$ cat config.mk
export PLATFORM = sky130hd
export DESIGN_NAME = sspfe_socket
export DESIGN_NICKNAME = d
export VERILOG_FILES = /design/src/shared/sspfe_pkg.sv /design/src/rtl/sspfe_socket.sv /design/src/rtl/sspfe_interrog.sv
export SDC_FILE = /design/constraint.sdc
export NUM_CORES = 1
export LEC_CHECK = 0
export BUFFER_PORTS_ARGS = -buffer_cell sky130_fd_sc_hd__buf_2
export CORE_ASPECT_RATIO = 1.2
export CORE_MARGIN = 10
export CORE_UTILIZATION = 30
export DETAILED_ROUTE_END_ITERATION = 12
export SYNTH_ARGS = -nofsm -noshare
export SYNTH_HDL_FRONTEND = slang
export SYNTH_SLANG_ARGS = --single-unit
$ cat constraint.sdc
create_clock -name sys_clk -period 5 [get_ports sys_clk]
set_input_delay 1 -clock sys_clk [delete_from_list [all_inputs] [get_ports sys_clk]]
set_output_delay 1 -clock sys_clk [all_outputs]
set_load 0.01 [all_outputs]
$ cat src/shared/sspfe_pkg.sv
`default_nettype none
package sspfe_pkg;

  // ----------------------------------------------------------------
  // Register offsets (byte addresses)
  // ----------------------------------------------------------------
  localparam int ADDR_W = 8;
  localparam logic [7:0] OFS_EVENT = 8'h00; // Sticky socket events, write one to clear
  localparam logic [7:0] OFS_MASK = 8'h04; // Interrupt mask, same layout
  localparam logic [7:0] OFS_STATE = 8'h08; // Present state, read only
  localparam logic [7:0] OFS_FORCE = 8'h0C; // Force event, write only

  // ----------------------------------------------------------------
  // Field positions
  // ----------------------------------------------------------------
  localparam int B_STS = 0; // Status-change level / event
  localparam int B_CDA = 1; // Detect pin A level / event
  localparam int B_CDB = 2; // Detect pin B level / event
  localparam int B_PWR = 3; // Socket powered / power event
  localparam int B_NARROW = 4; // 16-bit card type
  localparam int B_CB = 5; // CardBus card type
  localparam int B_RDY = 6; // Ready/irq pin level
  localparam int B_UNREC = 7; // Unrecognized card
  localparam int B_LOSS = 8; // Data loss on removal
  localparam int B_BADSUP = 9; // Bad supply request
  localparam int B_CAP_LO = 10; // Card voltage capability, low bit
  localparam int B_CAP_HI = 13; // Card voltage capability, high bit
  localparam int B_REINT = 14; // Reinterrogate trigger
  localparam int B_SOCK_LO = 28; // Socket supply capability, low bit
  localparam int B_SOCK_HI = 31; // Socket supply capability, high bit
  localparam int EV_W = 4; // Width of event and mask registers

  // ----------------------------------------------------------------
  // Reset values
  // ----------------------------------------------------------------
  localparam logic [3:0] SOCK_CAP_RST = 4'h3; // 3.3 V and 5 V supported
  localparam logic [3:0] CAP_RST = 4'h0;
  localparam logic [EV_W-1:0] EVENT_RST = 4'h0;
  localparam logic [EV_W-1:0] MASK_RST = 4'h0; // No interrupt by default
  localparam logic AUTO_PWR_RST = 1'b1;
  localparam logic DETECT_RST = 1'b1; // Empty-socket detect level
  localparam logic [31:0] WORD_ZERO = 32'h0000_0000;

  // ----------------------------------------------------------------
  // Timing
  // ----------------------------------------------------------------
  localparam int CLK_PERIOD_NS = 20;
  localparam int INTERROG_TIME_NS = 2000; // Least duration of a card probe
  localparam int INTERROG_CYCLES = (INTERROG_TIME_NS + CLK_PERIOD_NS - 1) / CLK_PERIOD_NS;

  // ----------------------------------------------------------------
  // Types
  // ----------------------------------------------------------------
  // Register port request
  typedef struct packed {
    logic [ADDR_W-1:0] addr;
    logic [31:0] wdata;
    logic wr;
    logic rd;
  } sspfe_bus_s;

  // Outcome of a card interrogation
  typedef struct packed {
    logic unrecog;
    logic cb;
    logic narrow;
    logic [3:0] caps;
  } sspfe_card_s;

  // Interrogation sequencer states
  typedef enum logic [1:0] {
    SSPFE_IDLE = 2'b01,
    SSPFE_PROBE = 2'b10
  } sspfe_seq_e;

endpackage : sspfe_pkg
`default_nettype wire

$ cat src/rtl/sspfe_socket.sv
// How it works
// [RULE1] Unrecognized card sets bit 7 until valid card
// [RULE2] Bit 6 follows ready/irq pin level
// [RULE3] Type bits 5,4 refresh only on interrogation
// [RULE4] Bit 3 shows socket powered state
// [RULE5] Bits 2,1 follow detect pins, frozen while probing
// [RULE6] Bit 0 follows status-change pin level
// [RULE7] Context bits: bus reset clears unless power events enabled
// [RULE8] Force register at 0Ch, bits 31-15 zero
// [RULE9] Force bit 14 reinterrogates, re-enables auto power
// [RULE10] Software writes bit 14 when reprobe needed
// [RULE11] Force bits 13-10 set caps, disable auto power
// [RULE12] Force bits 9,8,7,5,4 set state bits
// [RULE13] Force bit 6 reserved, reads zero
// [RULE14] Force bit 3 sets power event only
// [RULE15] Force bits 2,1,0 set events only
// [RULE16] Caps update at insertion or force
// [RULE17] Masked events raise the socket interrupt
// [RULE18] Force reads zero; writes act one cycle
//
// Our own choice: strobed register access.
`timescale 1ns/1ps
`default_nettype none
module sspfe_socket
  import sspfe_pkg::*;
#(
  parameter int PROBE_CYCLES = INTERROG_CYCLES,
  parameter logic [3:0] SOCK_CAP = SOCK_CAP_RST
) (
  input wire logic sys_clk,
  input wire logic nrst,
  input wire logic bus_rst_n,
  input wire logic pm_event_en,
  input wire sspfe_bus_s bus_req,
  output logic [31:0] rd_data_r,
  input wire logic ready_irq_pin,
  input wire logic detect_pin_a,
  input wire logic detect_pin_b,
  input wire logic status_change_pin,
  input wire logic socket_power_on,
  input wire sspfe_card_s card_sense,
  output logic socket_change_interrupt_r,
  output logic auto_power_en_r,
  output logic interrog_busy_r
);

  // ----------------------------------------------------------------
  // Declarations
  // ----------------------------------------------------------------
  logic ctx_clr; // Clear for power-management context bits
  logic force_wr; // One-cycle strobe of a force write
  logic [31:0] fdat; // Force write data
  logic ready_irq_level_r; // State bit 6
  logic status_change_level_r; // State bit 0
  logic detect_pin_a_level_r; // State bit 1
  logic detect_pin_b_level_r; // State bit 2
  logic socket_powered_r; // State bit 3
  logic cb_type_detected_r; // State bit 5
  logic narrow_type_detected_r; // State bit 4
  logic unrecognized_inserted_r; // State bit 7
  logic removal_loss_flag_r; // State bit 8
  logic bad_supply_request_r; // State bit 9
  logic [3:0] volt_cap_r; // State bits 13..10
  logic pin_a_q_r; // Raw detect A, previous cycle
  logic pin_b_q_r; // Raw detect B, previous cycle
  logic insert_seen; // Both detect pins now low, at least one was high last cycle
  logic probe_start; // Start of an interrogation
  logic probe_done; // Interrogation finished, pulse
  sspfe_card_s probe_result; // Interrogation outcome
  logic [EV_W-1:0] ev_r; // Sticky socket events
  logic [EV_W-1:0] ev_hw; // Events raised by hardware this cycle
  logic [EV_W-1:0] ev_set; // All events raised this cycle
  logic [EV_W-1:0] mask_r; // Interrupt mask
  logic [31:0] state_word; // Assembled present state
  logic [31:0] rd_data_nxt; // Read mux

  // ----------------------------------------------------------------
  // Decode
  // ----------------------------------------------------------------
  assign ctx_clr = !nrst || (!bus_rst_n && !pm_event_en); // [RULE7]
  assign force_wr = bus_req.wr && (bus_req.addr == OFS_FORCE); // [RULE18]
  assign fdat = bus_req.wdata;
  assign insert_seen = !detect_pin_a && !detect_pin_b && (pin_a_q_r || pin_b_q_r);
  assign probe_start = insert_seen || (force_wr && fdat[B_REINT]); // [RULE9]

  // ----------------------------------------------------------------
  // Interrogation sequencer
  // ----------------------------------------------------------------
  sspfe_interrog #(
    .CYCLES(PROBE_CYCLES)
  ) u_probe (
    .sys_clk(sys_clk),
    .clear_n(nrst),
    .start(probe_start),
    .sense(card_sense),
    .busy_r(interrog_busy_r),
    .done_r(probe_done),
    .result_r(probe_result)
  );

  // ----------------------------------------------------------------
  // Live pin levels, not context bits
  // ----------------------------------------------------------------
  always_ff @(posedge sys_clk) begin
    if (!nrst) begin
      ready_irq_level_r <= 1'b0;
      status_change_level_r <= 1'b0;
      pin_a_q_r <= 1'b1;
      pin_b_q_r <= 1'b1;
    end else begin
      ready_irq_level_r <= ready_irq_pin; // [RULE2]
      status_change_level_r <= status_change_pin; // [RULE6]
      pin_a_q_r <= detect_pin_a;
      pin_b_q_r <= detect_pin_b;
    end
  end

  // ----------------------------------------------------------------
  // Detect and power levels, context bits
  // ----------------------------------------------------------------
  always_ff @(posedge sys_clk) begin
    if (ctx_clr) begin
      // Empty-socket level, so no false detect event follows a reset
      detect_pin_a_level_r <= DETECT_RST;
      detect_pin_b_level_r <= DETECT_RST;
      socket_powered_r <= 1'b0;
    end else begin
      // Force writes never touch these levels
      socket_powered_r <= socket_power_on; // [RULE4] [RULE14]
      // Frozen while the probe uses the pins
      if (!interrog_busy_r) begin
        detect_pin_a_level_r <= detect_pin_a; // [RULE5] [RULE15]
        detect_pin_b_level_r <= detect_pin_b; // [RULE5] [RULE15]
      end
    end
  end

  // ----------------------------------------------------------------
  // Card type and unrecognized flag
  // ----------------------------------------------------------------
  always_ff @(posedge sys_clk) begin
    if (ctx_clr) begin
      cb_type_detected_r <= 1'b0;
      narrow_type_detected_r <= 1'b0;
      unrecognized_inserted_r <= 1'b0;
    end else begin
      // Probe outcome; a set by force in the same cycle still wins
      if (probe_done) begin
        cb_type_detected_r <= probe_result.cb; // [RULE3]
        narrow_type_detected_r <= probe_result.narrow; // [RULE3]
        unrecognized_inserted_r <= probe_result.unrecog; // [RULE1]
      end
      if (force_wr && fdat[B_CB]) begin
        cb_type_detected_r <= 1'b1; // [RULE12]
      end
      if (force_wr && fdat[B_NARROW]) begin
        narrow_type_detected_r <= 1'b1; // [RULE12]
      end
      if (force_wr && fdat[B_UNREC]) begin
        unrecognized_inserted_r <= 1'b1; // [RULE12]
      end
    end
  end

  // ----------------------------------------------------------------
  // Loss and bad supply flags
  // ----------------------------------------------------------------
  always_ff @(posedge sys_clk) begin
    if (ctx_clr) begin
      removal_loss_flag_r <= 1'b0;
      bad_supply_request_r <= 1'b0;
    end else begin
      if (force_wr && fdat[B_LOSS]) begin
        removal_loss_flag_r <= 1'b1; // [RULE12]
      end
      if (force_wr && fdat[B_BADSUP]) begin
        bad_supply_request_r <= 1'b1; // [RULE12]
      end
    end
  end

  // ----------------------------------------------------------------
  // Card voltage capabilities, one bit per capability
  // ----------------------------------------------------------------
  genvar gi;
  generate
    for (gi = 0; gi < 4; gi++) begin : g_cap
      always_ff @(posedge sys_clk) begin
        if (ctx_clr) begin
          volt_cap_r[gi] <= CAP_RST[gi];
        end else if (force_wr && fdat[B_CAP_LO + gi]) begin
          volt_cap_r[gi] <= 1'b1; // [RULE11] [RULE16]
        end else if (probe_done) begin
          volt_cap_r[gi] <= probe_result.caps[gi]; // [RULE16]
        end
      end
    end
  endgenerate

  // ----------------------------------------------------------------
  // Automatic socket power control enable
  // ----------------------------------------------------------------
  always_ff @(posedge sys_clk) begin
    if (ctx_clr) begin
      auto_power_en_r <= AUTO_PWR_RST;
    end else if (force_wr && (|fdat[B_CAP_HI:B_CAP_LO])) begin
      auto_power_en_r <= 1'b0; // [RULE11]
    end else if (force_wr && fdat[B_REINT]) begin
      auto_power_en_r <= 1'b1; // [RULE9] [RULE10]
    end
  end

  // ----------------------------------------------------------------
  // Event sources: pin changes, power changes and force bits
  // ----------------------------------------------------------------
  always_comb begin
    ev_hw = '0;
    ev_hw[B_PWR] = socket_power_on != socket_powered_r;
    ev_hw[B_CDB] = !interrog_busy_r && (detect_pin_b != detect_pin_b_level_r);
    ev_hw[B_CDA] = !interrog_busy_r && (detect_pin_a != detect_pin_a_level_r);
    ev_hw[B_STS] = status_change_pin && !status_change_level_r;
  end

  assign ev_set = ev_hw | (force_wr ? fdat[EV_W-1:0] : '0); // [RULE14] [RULE15]

  // ----------------------------------------------------------------
  // Sticky events: write one clears, a new event wins
  // ----------------------------------------------------------------
  always_ff @(posedge sys_clk) begin
    if (ctx_clr) begin
      ev_r <= EVENT_RST;
    end else if (bus_req.wr && bus_req.addr == OFS_EVENT) begin
      ev_r <= (ev_r & ~fdat[EV_W-1:0]) | ev_set;
    end else begin
      ev_r <= ev_r | ev_set;
    end
  end

  // ----------------------------------------------------------------
  // Mask register and interrupt output
  // ----------------------------------------------------------------
  always_ff @(posedge sys_clk) begin
    if (ctx_clr) begin
      mask_r <= MASK_RST;
    end else if (bus_req.wr && bus_req.addr == OFS_MASK) begin
      mask_r <= fdat[EV_W-1:0];
    end
  end

  always_ff @(posedge sys_clk) begin
    if (!nrst) begin
      socket_change_interrupt_r <= 1'b0;
    end else begin
      socket_change_interrupt_r <= |(ev_r & mask_r); // [RULE17]
    end
  end

  // ----------------------------------------------------------------
  // Read path, data one cycle after the strobe
  // ----------------------------------------------------------------
  always_comb begin
    state_word = WORD_ZERO;
    state_word[B_SOCK_HI:B_SOCK_LO] = SOCK_CAP;
    state_word[B_CAP_HI:B_CAP_LO] = volt_cap_r;
    state_word[B_BADSUP] = bad_supply_request_r;
    state_word[B_LOSS] = removal_loss_flag_r;
    state_word[B_UNREC] = unrecognized_inserted_r;
    state_word[B_RDY] = ready_irq_level_r;
    state_word[B_CB] = cb_type_detected_r;
    state_word[B_NARROW] = narrow_type_detected_r;
    state_word[B_PWR] = socket_powered_r;
    state_word[B_CDB] = detect_pin_b_level_r;
    state_word[B_CDA] = detect_pin_a_level_r;
    state_word[B_STS] = status_change_level_r;
  end

  always_comb begin
    rd_data_nxt = WORD_ZERO;
    case (bus_req.addr)
      OFS_EVENT: rd_data_nxt[EV_W-1:0] = ev_r;
      OFS_MASK: rd_data_nxt[EV_W-1:0] = mask_r;
      OFS_STATE: rd_data_nxt = state_word;
      OFS_FORCE: rd_data_nxt = WORD_ZERO; // [RULE8] [RULE13] [RULE18]
      default: rd_data_nxt = WORD_ZERO;
    endcase
  end

  always_ff @(posedge sys_clk) begin
    if (!nrst) begin
      rd_data_r <= WORD_ZERO;
    end else if (bus_req.rd) begin
      rd_data_r <= rd_data_nxt;
    end else begin
      rd_data_r <= WORD_ZERO;
    end
  end
endmodule : sspfe_socket
`default_nettype wire

$ cat src/rtl/sspfe_interrog.sv
`timescale 1ns/1ps
`default_nettype none
module sspfe_interrog
  import sspfe_pkg::*;
#(
  parameter int CYCLES = INTERROG_CYCLES
) (
  input wire logic sys_clk,
  input wire logic clear_n,
  input wire logic start,
  input wire sspfe_card_s sense,
  output logic busy_r,
  output logic done_r,
  output sspfe_card_s result_r
);

  localparam int CW = $clog2(CYCLES + 1);
  localparam logic [CW-1:0] CNT_LOAD = CW'(CYCLES - 1);

  sspfe_seq_e state_r; // Sequencer state
  logic [CW-1:0] cnt_r; // Cycles left in the probe

  // ----------------------------------------------------------------
  // Probe sequencer: a start restarts a running probe
  // ----------------------------------------------------------------
  always_ff @(posedge sys_clk) begin
    if (!clear_n) begin
      state_r <= SSPFE_IDLE;
      cnt_r <= '0;
      busy_r <= 1'b0;
      done_r <= 1'b0;
    end else begin
      done_r <= 1'b0;
      case (state_r)
        SSPFE_IDLE: begin
          // Wait for insertion or software request
          if (start) begin
            state_r <= SSPFE_PROBE;
            cnt_r <= CNT_LOAD;
            busy_r <= 1'b1;
          end
        end
        SSPFE_PROBE: begin
          // Count the probe time out, then report once
          if (start) begin
            cnt_r <= CNT_LOAD;
          end else if (cnt_r == '0) begin
            state_r <= SSPFE_IDLE;
            busy_r <= 1'b0;
            done_r <= 1'b1;
          end else begin
            cnt_r <= cnt_r - 1'b1;
          end
        end
        default: begin
          state_r <= SSPFE_IDLE;
          busy_r <= 1'b0;
        end
      endcase
    end
  end

  // ----------------------------------------------------------------
  // Result capture at the end of the probe
  // ----------------------------------------------------------------
  always_ff @(posedge sys_clk) begin
    if (!clear_n) begin
      result_r <= '0;
    end else if (state_r == SSPFE_PROBE && !start && cnt_r == '0) begin
      result_r <= sense;
    end
  end

endmodule : sspfe_interrog
`default_nettype wire

After elaboration in Yosys (flattened, before gate mapping)
Cells that the tools add are included.
W data, S select, Z words.
- bits of input ports: 58
- word-level logic and storage cells: 135
- output and inout port bits: 35
- register bits: 76
- bitwise logic cells: 8
- add/sub/neg operators: 1
- muxes and demuxes: 33
- reduce and logical (&&, ||, !) cells: 51
- equal/unequal tests: 12
- operators with widths (cell ; number):
    $mux W26 ; 1
    $logic_and A1 B1 Y1 ; 22
    $mux W7 ; 3
    $mux W1 ; 20
    $reduce_bool A2 Y1 ; 9
    $eq A8 B4 Y1 const B ; 2
    $pmux W7 S2 ; 1
    $or A4 B4 Y4 ; 3
    $pmux W4 S3 ; 1
    $reduce_and A3 Y1 ; 3
    $and A4 B4 Y4 ; 2
    $eq A8 B3 Y1 const B ; 1
    $logic_not A1 Y1 ; 8
    $logic_not A8 Y1 ; 1
    $mux W4 ; 2
    $reduce_or A4 Y1 ; 2
    $logic_not A7 Y1 ; 1
    $sub A7 B1 Y7 const B ; 1
    $mux W2 ; 3
    $ne A2 B2 Y1 const B ; 2
    $not A4 Y4 ; 1
    $pmux W2 S2 ; 1
    $logic_or A1 B1 Y1 ; 3
    $ne A1 B1 Y1 ; 3
    8 further kinds ; 9

Logic depth before layout (Yosys ltp)
- depth after elaboration: 7
- depth in mapped cells: 7
- depth with buffers taken out: 6

Hierarchy
Synthesis repeated with hierarchy kept, for this count alone.
- cell total of the unflattened synthesis: 285
- area, all modules: 2596.2 µm²
- modules (own cells, without submodules) (module ; area each (µm²) ; seq. area each (µm²) ; times used ; cells each):
    sspfe_socket ; 1811.7 ; 820.8 ; 1 ; 186
    sspfe_interrog ; 784.5 ; 340.3 ; 1 ; 99

Worst setup path before layout
Ideal clock, no wire load.
- kind: input to register
- start: input bus_req[36] (netlist name)
- end: register u_probe.cnt_r[2]
- path slack: 2.687 ns
- data arrival time: 2.191 ns
- stages: 6
- setup time: 0.122 ns
- data required time: 4.878 ns
- buffers on the path: 1
- cell sequence: buf_6 -> and4bb_1 -> nand4_2 -> a21oi_2 -> nor2_2 -> o311a_1
- cells in the longest elaborated chain, start to end: 6
- elaborated cells between the ends (all ways): 9
- those cells by class: eq/ne (3); mux (2); reduce/logical (4)
- ends and longest elaborated chain (item ; line ; text):
    start: declaration ; sspfe_socket.sv:34 ; input wire sspfe_bus_s bus_req,
    $eq A8 B4 Y1 (*) ; sspfe_socket.sv:81 ; assign force_wr = bus_req.wr && (bus_req.addr == OFS_FORCE);
    $logic_and A1 B1 Y1 (*) ; sspfe_socket.sv:81 ;
    $logic_and A1 B1 Y1 (*) ; sspfe_socket.sv:84 ; assign probe_start = insert_seen || (force_wr && fdat[B_REINT]);
    $logic_or A1 B1 Y1 (*) ; sspfe_socket.sv:84 ;
    $ne A3 B2 Y1 (no source line), or another cell as far along ; n/a ;
    $reduce_and A3 Y1 (no source line) or $pmux W7 S2 (tied branches) ; n/a ;
    end signal: assignment ; sspfe_interrog.sv:52 ; cnt_r <= cnt_r - 1'b1;
    end: declaration ; sspfe_interrog.sv:21 ; logic [CW-1:0] cnt_r;
Mark *: on every way between the ends. The rest lies on a longest branch, timed or not.
A chain may end at the register's enable or synchronous reset.

Worst setup path after layout
- start: input bus_req[35] (netlist name)
- end: register rd_data_r[13]
- cells in the longest elaborated chain, start to end: 2
- ends and longest elaborated chain (item ; line ; text):
    $eq A8 B4 Y1 ; sspfe_socket.sv:279 ; case (bus_req.addr)
    $reduce_and A3 Y1 (no source line) ; n/a ;
    end signal: assignment ; sspfe_socket.sv:292 ; rd_data_r <= rd_data_nxt;
    end: declaration ; sspfe_socket.sv:35 ; output logic [31:0] rd_data_r,
No other way between the ends.

==> flow_summary.toml <==
[final_layout]
final_cell_mix = "dfxtp_1 (58), buf_2 (58), nor2_1 (32), a21oi_1 (25), mux2i_1 (22)"
diodes = 0
area_growth_pct = 19.3
nets = 383
drive_gt1_share_pct = 26.5
fillCellCount = 853

[grt]
grt_pass1_wl_mm = 9.31
grt.overflow.total = 0
grt_pass1_vias = 1987
antenna_found_initial = 0
track_usage_pct = 9.27
grt_max_degree = 22

[critical_path]
path_class = "input pin to register"
critical_path_arrival_ns = 2.74
crit_path_end_kind = "register"
rrSetupSlack_ns = 3.27
crit_path_max_fanout = 11
critPathRequiredTime_ns = 5.28
reg2reg_depth = 6
r2r_end = "u_probe.cnt_r[4]$_SDFFE_PN0P_"
r2r-start = "u_probe.cnt_r[0]$_SDFFE_PN0P_"
cp-start-kind = "input pin"

[power]
p_per_area_nw_per_um2 = 313
power.leakage_nw = 1.25
vdd_drop_max_mv = 0.0964

[clock_tree]
cts-buffers-inserted = 9
clk_latency_ns = 0.34
tritoncts = "yes"
postCtsSetupBuffers = 0
clockBufferDepth = 2
cts_sinks = 58
htree_levels = 3
cts_hold_buf = 0
clkTransAtPathRegs_ns = 0.07
postCtsResizedCells = 0
root_buffer = "clkbuf_8"

[timing]
hold_viol_final = 0
grt_setup_unrepaired = "false"
slew_headroom_pct = 57.8
fin_hold_ws_ns = 0.426
max_freq_ghz = 0.406
tns_ns = 0
slew_viol_final = 0
period_share_pct = 49.2
setup_viol = 0
tightest_slew_ns = 0.631
period_minus_slack_ns = 2.46
clock_skew_ns = 0.00810

[synth]
syn_area_per_cell_um2 = 9.48
ys_warn_count = 0
synth_area_um2 = 2520
yosys_register_bits = 58
yosysTopAreaCell = "dfxtp_1"
async_reset_ff_share_pct = 0
synth_cells = 266
synth-edff-count = 0
synth-seq-area-share_pct = 46.1
synth_top_area_share_pct = 46.1
ys_types = 53
netlist_top_cells_area = "dfxtp_1 (46%), mux2i_1 (8.7%), buf_4 (5.4%), a21oi_1 (5.0%), nor2_1 (4.8%)"
synthFlopType = "dfxtp_1"

[route]
wl_mm = 5.76
vias = 1909
drt_pass1_iterations = 4
drt-wirelength-per-cell_um = 13.0
initialDrtViolationCount = 98
drcViolationCount = 0
vias_per_cell = 4.32
drt.antenna.violating_nets = 0

[die]
row_count = 36
initial_core_util_pct = 30.9
ioPinCount = 93
die_x_um = 104
die_height_um = 120
dieArea_um2 = 12500
coreArea_um2 = 8150

[placed_design]
gp_congestion = 0.759
dp_hpwl_mm = 4.49
portBuffers = 58

[outcome]
status = "complete, no violations"

[run]
maxCapViolations = 0

[worst_hold_path]
hp-start = "ready_irq_level_r$_SDFF_PN0_"
whs_endpoint = "rd_data_r[6]$_SDFF_PN0_"
hold_class = "register to register"
holdPathStages = 1
[report_power, final]
group	internal, W	leakage, nW	total (W)	switching, W
clock	0.000192	0.0882	0.000382	0.000190
sequential	0.000472	0.471	0.000480	0.00000784
combinational	0.0000324	0.691	0.0000782	0.0000459
[worst max-delay path: stages]
cell and delay [ns]:
buf_2 0.11, nor4_4 0.32, nor3b_2 0.29, nand3_1 0.24, nor2b_1 0.57, and2_1 0.22
[per-layer routing]
metal  share of wire (%)  global-route usage [%]  vias to the layer above
li1                    -                       -                      994
met4                 1.8                    5.31                        0
met1                  43                    9.64                      869
met3                 3.0                    2.98                        7
met5                   0                       0                        -
met2                  52                    16.2                       39
[worst max-delay path by stage]
stage,from,to,slack (ns),cells past startpoint
finish,bus_req[35],rd_data_r[13]$_SDFF_PN0_,2.54,6
global route,bus_req[35],rd_data_r[13]$_SDFF_PN0_,2.34,6
CTS,bus_req[35],rd_data_r[13]$_SDFF_PN0_,2.52,6
detailed placement,bus_req[35],rd_data_r[5]$_SDFF_PN0_,2.17,6
global placement,bus_req[35],rd_data_r[7]$_SDFF_PN0_,2.21,6
floorplan,bus_req[36],u_probe.cnt_r[2]$_SDFFE_PN0P_,2.69,6
[sequential cells by signal (all words and copies together), names as in the netlist, 4 cells and up]
register,flops
state_word,4
rd_data_r,15
mask_r,4
ev_r,4
u_probe.result_r,7
u_probe.cnt_r,7
[cell families after synthesis]
logic type | Yosys count | synth area share [%]
and+or+nand+nor | 96 | 21.8
DFF | 58 | 46.1
AOI/OAI and AO/OA | 47 | 12.3
buffers and inverters | 37 | 8.93
muxes | 22 | 8.73
xor gates and xnor gates | 3 | 1.04
adders and majority gates | 2 | 0.992
other | 1 | 0.149
[final cells by class]
type / count / area [µm²] / share of cell area (%)
Tap cell: 114 / 143 / 4.74
Clock inverter: 6 / 42.5 / 1.41
Sequential cell: 58 / 1160 / 38.6
Clock buffer: 10 / 138 / 4.58
Multi-Input combinational cell: 186 / 1190 / 39.6
Inverter: 9 / 33.8 / 1.12
Timing Repair Buffer: 59 / 298 / 9.90
[synthesized netlist by cell type (all sizes together) (5+ instances only)]
master and n:
dfxtp 58, nor2 33, a21oi 26, buf 24
mux2i 22, and2 12, nand2 11, inv 9
nor2b 6, o21ai 6, nand3 5, nor3 5
[through the flow]
step	cell area, µm²	total power (W)	setup WS, ns	utilization [%]	cells
after CTS	3010	0.000953	2.52	36.9	442
after global routing	3010	0.000981	2.34	36.9	442
after floorplan	2580	0.000548	2.69	-	281
final	3010	0.000940	2.54	36.9	442
after detailed placement	2830	0.000568	2.17	34.7	426
after global placement	2830	0.000566	2.21	34.7	426
No activity file was read; power rests on OpenSTA's default activity.
